### config.mk
export PLATFORM = sky130hd
export DESIGN_NAME = core_message_mailboxes
export DESIGN_NICKNAME = d
export VERILOG_FILES = /design/src/logic/mbox_pkg.sv /design/src/logic/core_message_mailboxes.sv /design/src/logic/inbound_queue.sv /design/src/logic/outbound_slot.sv
export SDC_FILE = /design/constraint.sdc
export NUM_CORES = 1
export LEC_CHECK = 0
export BUFFER_PORTS_ARGS = -buffer_cell sky130_fd_sc_hd__buf_2
export CAP_MARGIN = 20
export CORE_UTILIZATION = 45
export CTS_CLUSTER_SIZE = 12
export DETAILED_ROUTE_END_ITERATION = 12
export HOLD_SLACK_MARGIN = 0.06
export SETUP_SLACK_MARGIN = 0.5
export SLEW_MARGIN = 20
export SYNTH_ARGS = -nofsm -noshare
export SYNTH_HDL_FRONTEND = slang
export SYNTH_SLANG_ARGS = --single-unit
### constraint.sdc
create_clock -name mclk_in -period 5.02 [get_ports mclk_in]
set_clock_uncertainty 0.2 [all_clocks]
set_input_delay 0.753 -clock mclk_in [delete_from_list [all_inputs] [get_ports mclk_in]]
set_output_delay 0.753 -clock mclk_in [all_outputs]
set_load 0.005 [all_outputs]
### src/logic/mbox_pkg.sv
package mbox_pkg;
  // message width and queue depths
  localparam int MSG_W        = 32;
  localparam int IN_DEPTH     = 4;
  localparam int OUT_DEPTH    = 1;
  localparam int CNT_W        = 3;
  // status word layout: inbound count, plain outbound free, interrupting outbound free
  localparam int STAT_IN_LSB  = 0;
  localparam int STAT_OUT_LSB = 8;
  localparam int STAT_INT_LSB = 16;
  localparam int STAT_FLD_W   = 8;
  // offset of the status register in the outside map
  localparam logic [19:0] STAT_OFFSET = 20'h0_4014;
  // core channel selectors
  typedef enum logic [1:0] {
    CH_NONE,
    CH_OUT_PLAIN,
    CH_IN,
    CH_OUT_INTR
  } chan_t;
  // core access engine states
  typedef enum logic [0:0] {
    ST_IDLE,
    ST_STALL
  } core_state_t;
endpackage : mbox_pkg

### src/logic/core_message_mailboxes.sv
`timescale 1ns/1ps
`default_nettype none
// What this block does
// outside write into inbound queue adds one to count while under four
// core read of inbound queue removes one entry, count minus one
// inbound queue is first-in first-out; reads return oldest message
// write to full inbound queue keeps count four, overwrites newest slot
// core write to full outbound mailbox stalls until outside read empties it
// core read of empty inbound queue stalls; count queries never stall
// blocking channel with zero count holds core until count nonzero
// outside writes into inbound queue always complete, never back-pressured
// outside outbound reads or inbound writes raise enabled core events
// core write to free plain mailbox stores value, count drops by one
// full plain outbound mailbox reads count zero to the core
// outside read of plain mailbox returns message, count up by one
// interrupting mailbox accepting core write drops count, raises host interrupt
// host interrupt need not be ordered with earlier transfer commands
// host fetches interrupting message by read; count rises by one
// full interrupting mailbox reads count zero; core write stalls until drained
// every mailbox entry carries a 32-bit message
// exactly two one-entry outbound mailboxes: plain and interrupting
// core write to outbound mailbox with space completes at once
// read-only status register reports mailbox entry counts
// outside reader checks status count before reading outbound mailbox
// after reset, all empty: inbound count zero, outbound counts one
module core_message_mailboxes #(
  parameter int WIDTH = mbox_pkg::MSG_W,
  parameter int DEPTH = mbox_pkg::IN_DEPTH
) (
  input  wire logic                     mclk_in,
  input  wire logic                     reset_n_in,
  // core channel side
  input  wire logic                     ch_req_in,
  input  wire logic                     ch_write_in,
  input  wire mbox_pkg::chan_t          ch_sel_in,
  input  wire logic [WIDTH-1:0]         ch_wdata_in,
  output logic                          ch_done_out,
  output logic                          ch_stall_out,
  output logic      [WIDTH-1:0]         ch_rdata_out,
  // channel-count query, always answered
  input  wire mbox_pkg::chan_t          cnt_sel_in,
  output logic      [mbox_pkg::CNT_W-1:0] cnt_value_out,
  // outside memory-mapped side
  input  wire logic                     mm_in_wr_in,
  input  wire logic [WIDTH-1:0]         mm_in_wdata_in,
  input  wire logic                     mm_out_rd_in,
  input  wire logic                     mm_intr_rd_in,
  input  wire logic                     mm_stat_rd_in,
  output logic                          mm_rvalid_out,
  output logic      [WIDTH-1:0]         mm_rdata_out,
  // event and interrupt controls
  input  wire logic [2:0]               event_en_in,
  input  wire logic                     host_irq_en_in,
  output logic                          core_event_out,
  output logic                          host_irq_out
);
  initial begin
    if (WIDTH != mbox_pkg::MSG_W) $error("message width must be 32");
    if (DEPTH < 1 || DEPTH > 7) $error("inbound depth unsupported");
  end

  // event bit positions in event_en_in
  localparam int EV_IN_WR  = 0;
  localparam int EV_OUT_RD = 1;
  localparam int EV_INT_RD = 2;

  typedef struct packed {
    mbox_pkg::core_state_t state;
    logic                  wr;
    mbox_pkg::chan_t       sel;
    logic [WIDTH-1:0]      wdata;
    logic                  done;
    logic                  stall;
    logic [WIDTH-1:0]      rdata;
    logic [mbox_pkg::CNT_W-1:0] cnt;
    logic                  rvalid;
    logic [WIDTH-1:0]      mrdata;
    logic                  event_p;
    logic                  irq;
  } top_state_t;

  top_state_t st_ff;
  top_state_t nxt_st;

  logic [WIDTH-1:0]           in_head;
  logic [mbox_pkg::CNT_W-1:0] in_count;
  logic                       in_pop;
  logic [WIDTH-1:0]           out_data;
  logic                       out_full;
  logic                       out_load;
  logic [WIDTH-1:0]           int_data;
  logic                       int_full;
  logic                       int_load;
  logic                       act_wr;
  mbox_pkg::chan_t            act_sel;
  logic [WIDTH-1:0]           act_wdata;
  logic                       act_valid;
  logic                       can_go;
  logic [mbox_pkg::CNT_W-1:0] out_free;
  logic [mbox_pkg::CNT_W-1:0] int_free;

  // outbound free counts: one when empty, zero when full
  assign out_free = out_full ? '0 : mbox_pkg::CNT_W'(mbox_pkg::OUT_DEPTH);
  assign int_free = int_full ? '0 : mbox_pkg::CNT_W'(mbox_pkg::OUT_DEPTH);

  // active request: a held stalled one wins over a new one
  always_comb begin
    if (st_ff.state == mbox_pkg::ST_STALL) begin
      act_valid = 1'b1;
      act_wr    = st_ff.wr;
      act_sel   = st_ff.sel;
      act_wdata = st_ff.wdata;
    end else begin
      act_valid = ch_req_in && (ch_sel_in != mbox_pkg::CH_NONE);
      act_wr    = ch_write_in;
      act_sel   = ch_sel_in;
      act_wdata = ch_wdata_in;
    end
  end

  // a blocking access proceeds only when its channel count is nonzero
  always_comb begin
    case (act_sel)
      mbox_pkg::CH_IN:        can_go = !act_wr && (in_count != '0);
      mbox_pkg::CH_OUT_PLAIN: can_go = act_wr && !out_full;
      mbox_pkg::CH_OUT_INTR:  can_go = act_wr && !int_full;
      default:                can_go = 1'b0;
    endcase
  end

  assign in_pop   = act_valid && can_go && (act_sel == mbox_pkg::CH_IN);
  assign out_load = act_valid && can_go && (act_sel == mbox_pkg::CH_OUT_PLAIN);
  assign int_load = act_valid && can_go && (act_sel == mbox_pkg::CH_OUT_INTR);

  // one queue, two single-entry mailboxes
  inbound_queue #(
    .WIDTH (WIDTH),
    .DEPTH (DEPTH)
  ) u_inq (
    .mclk_in      (mclk_in),
    .reset_n_in   (reset_n_in),
    .push_in      (mm_in_wr_in),
    .push_data_in (mm_in_wdata_in),
    .pop_in       (in_pop),
    .head_out     (in_head),
    .count_out    (in_count)
  );

  outbound_slot #(
    .WIDTH (WIDTH)
  ) u_out_plain (
    .mclk_in      (mclk_in),
    .reset_n_in   (reset_n_in),
    .load_in      (out_load),
    .load_data_in (act_wdata),
    .drain_in     (mm_out_rd_in),
    .data_out     (out_data),
    .full_out     (out_full)
  );

  outbound_slot #(
    .WIDTH (WIDTH)
  ) u_out_intr (
    .mclk_in      (mclk_in),
    .reset_n_in   (reset_n_in),
    .load_in      (int_load),
    .load_data_in (act_wdata),
    .drain_in     (mm_intr_rd_in),
    .data_out     (int_data),
    .full_out     (int_full)
  );

  // core engine, outside read mux, events and interrupt
  always_comb begin
    nxt_st         = st_ff;
    nxt_st.done    = 1'b0;
    nxt_st.event_p = 1'b0;
    nxt_st.irq     = 1'b0;
    nxt_st.rvalid  = 1'b0;
    case (st_ff.state)
      mbox_pkg::ST_IDLE: begin
        if (act_valid && can_go) begin
          nxt_st.done = 1'b1;
        end else if (act_valid) begin
          nxt_st.state = mbox_pkg::ST_STALL;
          nxt_st.wr    = act_wr;
          nxt_st.sel   = act_sel;
          nxt_st.wdata = act_wdata;
        end
      end
      mbox_pkg::ST_STALL: begin
        if (can_go) begin
          nxt_st.state = mbox_pkg::ST_IDLE;
          nxt_st.done  = 1'b1;
        end
      end
      default: nxt_st.state = mbox_pkg::ST_IDLE;
    endcase
    nxt_st.stall = (nxt_st.state == mbox_pkg::ST_STALL);
    if (in_pop) begin
      nxt_st.rdata = in_head;
    end
    // count query never stalls
    case (cnt_sel_in)
      mbox_pkg::CH_IN:        nxt_st.cnt = in_count;
      mbox_pkg::CH_OUT_PLAIN: nxt_st.cnt = out_free;
      mbox_pkg::CH_OUT_INTR:  nxt_st.cnt = int_free;
      default:                nxt_st.cnt = '0;
    endcase
    // irq is ungated by transfer ordering; it follows the accept, when host_irq_en_in is set, only
    nxt_st.irq = int_load && host_irq_en_in;
    nxt_st.event_p = (mm_in_wr_in && event_en_in[EV_IN_WR]) ||
                     (mm_out_rd_in && event_en_in[EV_OUT_RD]) ||
                     (mm_intr_rd_in && event_en_in[EV_INT_RD]);
    // outside reads; empty mailbox read returns stale data
    if (mm_out_rd_in) begin
      nxt_st.rvalid = 1'b1;
      nxt_st.mrdata = out_data;
    end else if (mm_intr_rd_in) begin
      nxt_st.rvalid = 1'b1;
      nxt_st.mrdata = int_data;
    end else if (mm_stat_rd_in) begin
      nxt_st.rvalid = 1'b1;
      nxt_st.mrdata = '0;
      nxt_st.mrdata[mbox_pkg::STAT_IN_LSB +: mbox_pkg::STAT_FLD_W] =
        mbox_pkg::STAT_FLD_W'(in_count);
      nxt_st.mrdata[mbox_pkg::STAT_OUT_LSB +: mbox_pkg::STAT_FLD_W] =
        mbox_pkg::STAT_FLD_W'(out_free);
      nxt_st.mrdata[mbox_pkg::STAT_INT_LSB +: mbox_pkg::STAT_FLD_W] =
        mbox_pkg::STAT_FLD_W'(int_free);
    end
  end

  always_ff @(posedge mclk_in or negedge reset_n_in) begin
    if (!reset_n_in) begin
      st_ff       <= '0;
      st_ff.state <= mbox_pkg::ST_IDLE;
      st_ff.sel   <= mbox_pkg::CH_NONE;
    end else begin
      st_ff <= nxt_st;
    end
  end

  assign ch_done_out    = st_ff.done;
  assign ch_stall_out   = st_ff.stall;
  assign ch_rdata_out   = st_ff.rdata;
  assign cnt_value_out  = st_ff.cnt;
  assign mm_rvalid_out  = st_ff.rvalid;
  assign mm_rdata_out   = st_ff.mrdata;
  assign core_event_out = st_ff.event_p;
  assign host_irq_out   = st_ff.irq;
endmodule : core_message_mailboxes // core_message_mailboxes
`default_nettype wire

### src/logic/inbound_queue.sv
`timescale 1ns/1ps
`default_nettype none
// four-deep inbound queue; a push when full overwrites the newest slot
module inbound_queue #(
  parameter int WIDTH = mbox_pkg::MSG_W,
  parameter int DEPTH = mbox_pkg::IN_DEPTH
) (
  input  wire logic                 mclk_in,
  input  wire logic                 reset_n_in,
  input  wire logic                 push_in,
  input  wire logic [WIDTH-1:0]     push_data_in,
  input  wire logic                 pop_in,
  output logic      [WIDTH-1:0]     head_out,
  output logic      [mbox_pkg::CNT_W-1:0] count_out
);
  localparam int AW = (DEPTH > 1) ? $clog2(DEPTH) : 1;

  initial begin
    if (DEPTH < 1 || DEPTH > 7) $error("inbound_queue depth unsupported");
  end

  typedef struct packed {
    logic [AW-1:0]              rd_ptr;
    logic [mbox_pkg::CNT_W-1:0] count;
  } q_state_t;

  q_state_t          st_ff;
  q_state_t          nxt_st;
  logic [WIDTH-1:0]  mem_ff [DEPTH];
  logic [AW-1:0]     wr_idx;
  logic              do_pop;

  // write slot: the next free one, or the newest when full
  always_comb begin
    nxt_st = st_ff;
    do_pop = pop_in && (st_ff.count != '0);
    // a pop in the same cycle frees the head slot, so nothing is overwritten then
    if (st_ff.count == mbox_pkg::CNT_W'(DEPTH) && !do_pop) begin
      wr_idx = AW'((32'(st_ff.rd_ptr) + DEPTH - 1) % DEPTH);
    end else begin
      wr_idx = AW'((32'(st_ff.rd_ptr) + 32'(st_ff.count)) % DEPTH);
    end
    if (do_pop) begin
      nxt_st.rd_ptr = AW'((32'(st_ff.rd_ptr) + 1) % DEPTH);
    end
    // count holds on overwrite, moves only on net change
    if (push_in && !do_pop && st_ff.count != mbox_pkg::CNT_W'(DEPTH)) begin
      nxt_st.count = st_ff.count + 1'b1;
    end else if (do_pop && !push_in) begin
      nxt_st.count = st_ff.count - 1'b1;
    end
  end

  always_ff @(posedge mclk_in or negedge reset_n_in) begin
    if (!reset_n_in) begin
      st_ff <= '0;
    end else begin
      st_ff <= nxt_st;
    end
  end

  // storage has no reset; count guards validity
  always_ff @(posedge mclk_in) begin
    if (push_in) begin
      mem_ff[wr_idx] <= push_data_in;
    end
  end

  assign head_out  = mem_ff[st_ff.rd_ptr];
  assign count_out = st_ff.count;
endmodule : inbound_queue // inbound_queue
`default_nettype wire

### src/logic/outbound_slot.sv
`timescale 1ns/1ps
`default_nettype none
// one-entry outbound mailbox; free count is 1 when empty, 0 when full
module outbound_slot #(
  parameter int WIDTH = mbox_pkg::MSG_W
) (
  input  wire logic             mclk_in,
  input  wire logic             reset_n_in,
  input  wire logic             load_in,
  input  wire logic [WIDTH-1:0] load_data_in,
  input  wire logic             drain_in,
  output logic      [WIDTH-1:0] data_out,
  output logic                  full_out
);
  typedef struct packed {
    logic             full;
    logic [WIDTH-1:0] data;
  } s_state_t;

  s_state_t st_ff;
  s_state_t nxt_st;

  // load only into an empty slot; drain frees it
  always_comb begin
    nxt_st = st_ff;
    if (drain_in) begin
      nxt_st.full = 1'b0;
    end
    if (load_in && !st_ff.full) begin
      nxt_st.full = 1'b1;
      nxt_st.data = load_data_in;
    end
  end

  always_ff @(posedge mclk_in or negedge reset_n_in) begin
    if (!reset_n_in) begin
      st_ff <= '0;
    end else begin
      st_ff <= nxt_st;
    end
  end

  assign data_out = st_ff.data;
  assign full_out = st_ff.full;
endmodule : outbound_slot // outbound_slot
`default_nettype wire

; ---- Yosys cells after proc, flatten, opt, wreduce, memory -nomap -nowiden
; Memory sizes are Yosys's and may differ from the RTL's. A register that Yosys moved wholly into a read port is not among the register bits.
; Cells that the tools add are included.
[totals]
in_bits = 80
out_inout_bits = 72
mem_count = 1
ram_bits = 128
reg_bits = 146
[mem_list]
columns = name, words, width, rd, rd_clocked_by_memory_dff, wr, line_no
row1 = u_inq.mem_ff, 4, 32, 1, 1, 1, inbound_queue.sv:29  ; logic [WIDTH-1:0] mem_ff [DEPTH];
[classes]
n_addsub = 6
n_eq_ne = 8
n_bitwise = 2
muxes = 27
n_reduce_logical = 34
[op_table]
columns = op, n
row1 = $mux 33, 5
row2 = $mux 36, 2
row3 = $mux 32, 1
row4 = $logic_and 1x1->1, 19
row5 = $mux 1, 11
row6 = $pmux 3 s3, 1
row7 = $eq 2x2->1 const B, 4
row8 = $reduce_bool 2->1, 4
row9 = $logic_not 1->1, 6
row10 = $mux 3, 2
row11 = $reduce_bool 3->1, 2
row12 = $add 2x1->2 const B, 2
row13 = $eq 2x1->1 const B, 2
row14 = $mux 2, 2
row15 = $pmux 1 s2, 2
row16 = $add 3x1->3 const B, 1
row17 = $eq 3x3->1 const B, 1
row18 = $ne 3x3->1 const B, 1
row19 = $pmux 1 s3, 1
row20 = $reduce_and 3->1, 1
row21 = $sub 3x1->3 const B, 1
row22 = $add 2x2->2, 1
row23 = $logic_or 1x1->1, 2
row24 = $not 1->1, 2
row25 = $sub 2x1->2 const B, 1

; ---- Depth between registers and ports, before layout
[depth]
depth_word = 11
mapped_depth = 9

; ---- Hierarchy
; A second synthesis with hierarchy kept.
[unflattened]
hier_cells = 918
area_unflattened_um2 = 13655.6
[modules_own_cells]
columns = module, cells_per_inst, area_each_um2, instances, seq_area_each_um2
row1 = core_message_mailboxes, 550, 5759.3, 1, 2677.6
row2 = inbound_queue, 224, 5126.2, 1, 3968.8
row3 = outbound_slot, 72, 1385.1, 2, 825.8

; ---- Worst setup path before layout
; Ideal clock, no wire load.
[synth_timing]
path_type = input -> register
start = input ch_sel_in[0]
end = memory u_inq.mem_ff[0][0] (netlist name) (enable)
t_arrival_ps = 3983
setup_slack_ps = 371
path_stages = 5
cell_sequence = nor4bb_1 > o211ai_1 > a211oi_1 > a2bb2oi_1 > o21ai_0
[synth_via]
elab_chain_len = 9
elab_cells_between_ends = 14
cone_classes = 3 x eq/ne / 4 x mux / 7 x reduce/logical
[synth_lines]
columns = element, line_no
row1 = "start, declared", core_message_mailboxes.sv:35  ; input wire mbox_pkg::chan_t ch_sel_in,
row2 = $mux 2 / $reduce_bool 2->1 (equally long branches), "core_message_mailboxes.sv:108, core_message_mailboxes.sv:114"
row3 = $eq 2x2->1 (tied with other cells), core_message_mailboxes.sv:123  ; case (act_sel)
row4 = $pmux 1 s3 / $mux 1 (equally long branches), "core_message_mailboxes.sv:123, core_message_mailboxes.sv:108"
row5 = $logic_and 1x1->1, core_message_mailboxes.sv:131  ; assign in_pop = act_valid && can_go && (act_sel == mbox_pkg::CH_IN);
row6 = $logic_and 1x1->1 (*), core_message_mailboxes.sv:131
row7 = $logic_and 1x1->1 (*), inbound_queue.sv:36  ; do_pop = pop_in && (st_ff.count != '0);
row8 = $logic_not 1->1 (*), inbound_queue.sv:38  ; if (st_ff.count == mbox_pkg::CNT_W'(DEPTH) && !do_pop) begin
row9 = $logic_and 1x1->1 (*), inbound_queue.sv:38
row10 = $mux 2 (*), inbound_queue.sv:38
row11 = "end, declared", inbound_queue.sv:29
; Mark *: on every way between the ends. The rest lies on a longest branch, timed or not.

==> metrics.yaml <==
clkTransAtPathRegs_ns: 0.06
vias: 6768
die_w_um: 170
wl_per_cell_um: 19.4
dp_hpwl_um: 15200
cts_hold_buf: 0
cts_resized: 0
cp.required_ns: 4.98
cellPowerDensity_nw_per_um2: 659
drt_iter0_markers: 420
fin_setup_tns_ns: 0
nNetsFinal: 968
holdCritPathClass: "primary input to asynchronous set/reset pin"
synth_adder_area_share_pct: 0.257
grt_max_degree: 120
start_util_pct: 45.7
syn-cell-area_um2: 12700
synthMuxAreaShare_pct: 20.7
cts.sinks: 306
path_depth: 7
grt_pass1_wl_um: 39600
dr.pass1.iters: 5
end_kind: "flip-flop"
grt_antenna_before_repair: 6
fmax_mhz: 283
clk_latency_ns: 0.50
r2r_slack_ns: 1.48
grtUsageTotal_pct: 17.9
syn_inst: 795
max-slew-margin-rel_pct: 35.1
die_area_um2: 28800
p_sw_mw: 2.82
ios: 152
combPwrFrac_pct: 29.9
placed_cell_area_um2: 13400
grt_overflow: 0
synth_top_family_by_area: "multiplexers"
crit_family: "compound AO/OA/AOI/OAI gates"
worstPathArrival_ns: 3.50
p_sw_share_pct: 29.6
setup_viol: 0
slew_viol_final: 0
cp_max_fo: 47
holdWs_ns: 0.174
p_int_mw: 6.71
yosys.area_share.simple_pct: 2.88
root_buffer: "clkbuf_16"
post-cts-setup-buffer-count: 0
finalWorstSetupSlack_ns: 1.48
syn_nets: 877
ys_ff_latch: 306
cts_buffers: 34
crit_buf_inv: 2
synth-compound-area-share_pct: 4.61
coreArea_um2: 27700
status: "complete, no violations"
hold_viol: 0
drive_above_1_share_pct: 42.6
tightest_slew_ns: 0.973
port_buffers: 151
cts_buffer_depth: 3
rows: 61
drc: 0
startpoint_type: "flip-flop"
fillers: 2352
syn2layout_area_growth_pct: 14.4
synth_area_per_cell_um2: 15.9
yosysSeqAreaShare_pct: 65.5
crit_type: "flip-flop to flip-flop"
final_cell_mix: "dfrtp_1, buf_2, mux2_2"
viasPerCell: 5.24
die_h_um: 170
path_cells: "buf_4, mux2i_1, o211ai_1, a211oi_1, a2bb2oi_1, o21ai_4, buf_4"
yosysWarnings: 0
maxCapViolCount: 0
drt_wl_total_um: 25100
pwr-share-seq_pct: 45.2
cts_tree: "yes"
reg2regPathDepth: 7
crit_path_max_incr_delay_ns: 0.53
leakagePower_nw: 5.84
place_ws_ns: 1.34
clock_power_share_pct: 24.8
finalCritPeriodShare_pct: 70.4
slowest_stage: "buf_4"
fin_area_um2: 14500
grt_pass1_vias: 6952
period_minus_slack_ns: 3.54
cts_max_level: 2
vdd_ir_drop_max_mv: 0.281
rsz0062_at_grt: "false"
yosys.area_share.xor_xnor_pct: 0.346
mostFrequentLayoutCell: "dfrtp_1"
gp_congestion: 0.751
ant_nets: 0
yosysUniqueCellTypes: 44
critPathMostFrequentCell: "buf_4"
[power by group through the flow]
stage / sequential [mW] / combinational, mW / clock (mW)
final: 4.31 / 2.86 / 2.37
after global routing: 4.44 / 3.15 / 2.52
after CTS: 4.32 / 2.93 / 2.43
after detailed placement: 4.36 / 2.91 / 0
after global placement: 4.33 / 2.87 / 0
after floorplan: 4.14 / 2.40 / 0
[final timing paths]
kind                                                 startpoint                           end
setup / recovery                         ch_stall_out$_DFF_PN0_  u_inq.mem_ff[0][5]$_DFFE_PP_
hold / removal                                       reset_n_in         st_ff[82]$_DFFE_PN0P_
setup reg to reg                         ch_stall_out$_DFF_PN0_  u_inq.mem_ff[0][5]$_DFFE_PP_
hold reg to reg            u_out_plain.data_out[20]$_DFFE_PN0P_  mm_rdata_out[20]$_DFFE_PN0P_
max in group asynchronous                            reset_n_in  ch_rdata_out[11]$_DFFE_PN0N_
min in group mclk_in                             host_irq_en_in        host_irq_out$_DFF_PN0_
[Yosys cell counts (all sizes together)]
library cell	count	share of area, %
nand2b	3	0.15
o21ai	38	1.5
a211oi	1	0.059
nand3b	2	0.12
nand2	36	1.1
and2	4	0.20
and3b	1	0.069
nand4	3	0.15
inv	6	0.18
xnor2	3	0.21
a2bb2oi	2	0.14
a31o	1	0.069
nor4bb	1	0.079
o2111ai	1	0.069
a32o	1	0.079
and3	1	0.049
mux2	164	15
clkbuf	26	0.77
mux2i	5	0.40
nor3b	1	0.059
nor2	11	0.33
ha	1	0.099
o22ai	2	0.099
dfrtp	178	35
nor2b	2	0.099
nor3	2	0.17
o211ai	1	0.059
xor2	2	0.14
a32oi	2	0.14
a22o	2	0.14
buf	84	4.8
a22oi	34	2.0
or3	3	0.15
fa	1	0.16
a222oi	1	0.079
nand3	5	0.20
mux4	32	5.7
edfxtp	128	30
a21oi	4	0.16
[area by class of cell]
type / instances / area [um^2] / area share (%)
sequential: 306 / 8300 / 57.3
antenna: 2 / 5.00 / 0.0346
clock buffer: 57 / 1050 / 7.26
clock inverter: 4 / 23.8 / 0.164
timing repair buffer: 165 / 902 / 6.23
tap: 378 / 473 / 3.27
multi-input combinational: 373 / 3700 / 25.5
inverter: 6 / 22.5 / 0.156
[logic make-up (layout without fill, tap and decap cells)]
group	after synthesis	count (layout)
adder cells (fa/ha/maj)	2	2
buffers and inverters	116	232
XOR/XNOR	5	5
multiplexers	201	201
flip-flops	306	306
other	0	2
AND/OR/NAND/NOR	75	75
AO/OA/AOI/OAI	90	90
[routing by layer]
| layer | GRT usage (%) | up-vias | part of all wire (%) |
|---|---|---|---|
| li1 | - | 3081 | - |
| met1 | 24.3 | 3482 | 46 |
| met2 | 29.1 | 164 | 48 |
| met3 | 3.71 | 33 | 4.9 |
| met4 | 5.25 | 8 | 1.2 |
| met5 | 0 | - | 0.21 |
[worst register-to-register path, cell delays in order (launching register included)]
cell and delay, ns:
dfrtp_2 0.36, buf_4 0.53, mux2i_1 0.29, o211ai_1 0.28, a211oi_1 0.49, a2bb2oi_1 0.24
o21ai_4 0.38, buf_4 0.41
[state kept, by name (all words and copies together) (netlist names)]
| name | count |
|---|---|
| u_inq.mem_ff | 128 |
| cnt_value_out | 3 |
| u_out_intr.data_out | 32 |
| u_out_plain.full_out | 1 |
| ch_rdata_out | 32 |
| u_out_plain.data_out | 32 |
| host_irq_out | 1 |
| ch_done_out | 1 |
| st_ff | 35 |
| core_event_out | 1 |
| u_inq.count_out | 3 |
| ch_stall_out | 1 |
| u_out_intr.full_out | 1 |
| u_inq.st_ff | 2 |
| mm_rvalid_out | 1 |
| mm_rdata_out | 32 |
[stage by stage]
step / cells / utilization, % / total power [mW]
after detailed placement: 1227 / 48.3 / 7.27
after global routing: 1290 / 52.3 / 10.1
final: 1291 / 52.3 / 9.54
after CTS: 1288 / 52.1 / 9.68
after global placement: 1227 / 48.3 / 7.20
after floorplan: 795 / - / 6.55
(Power assumes the default switching activity.)
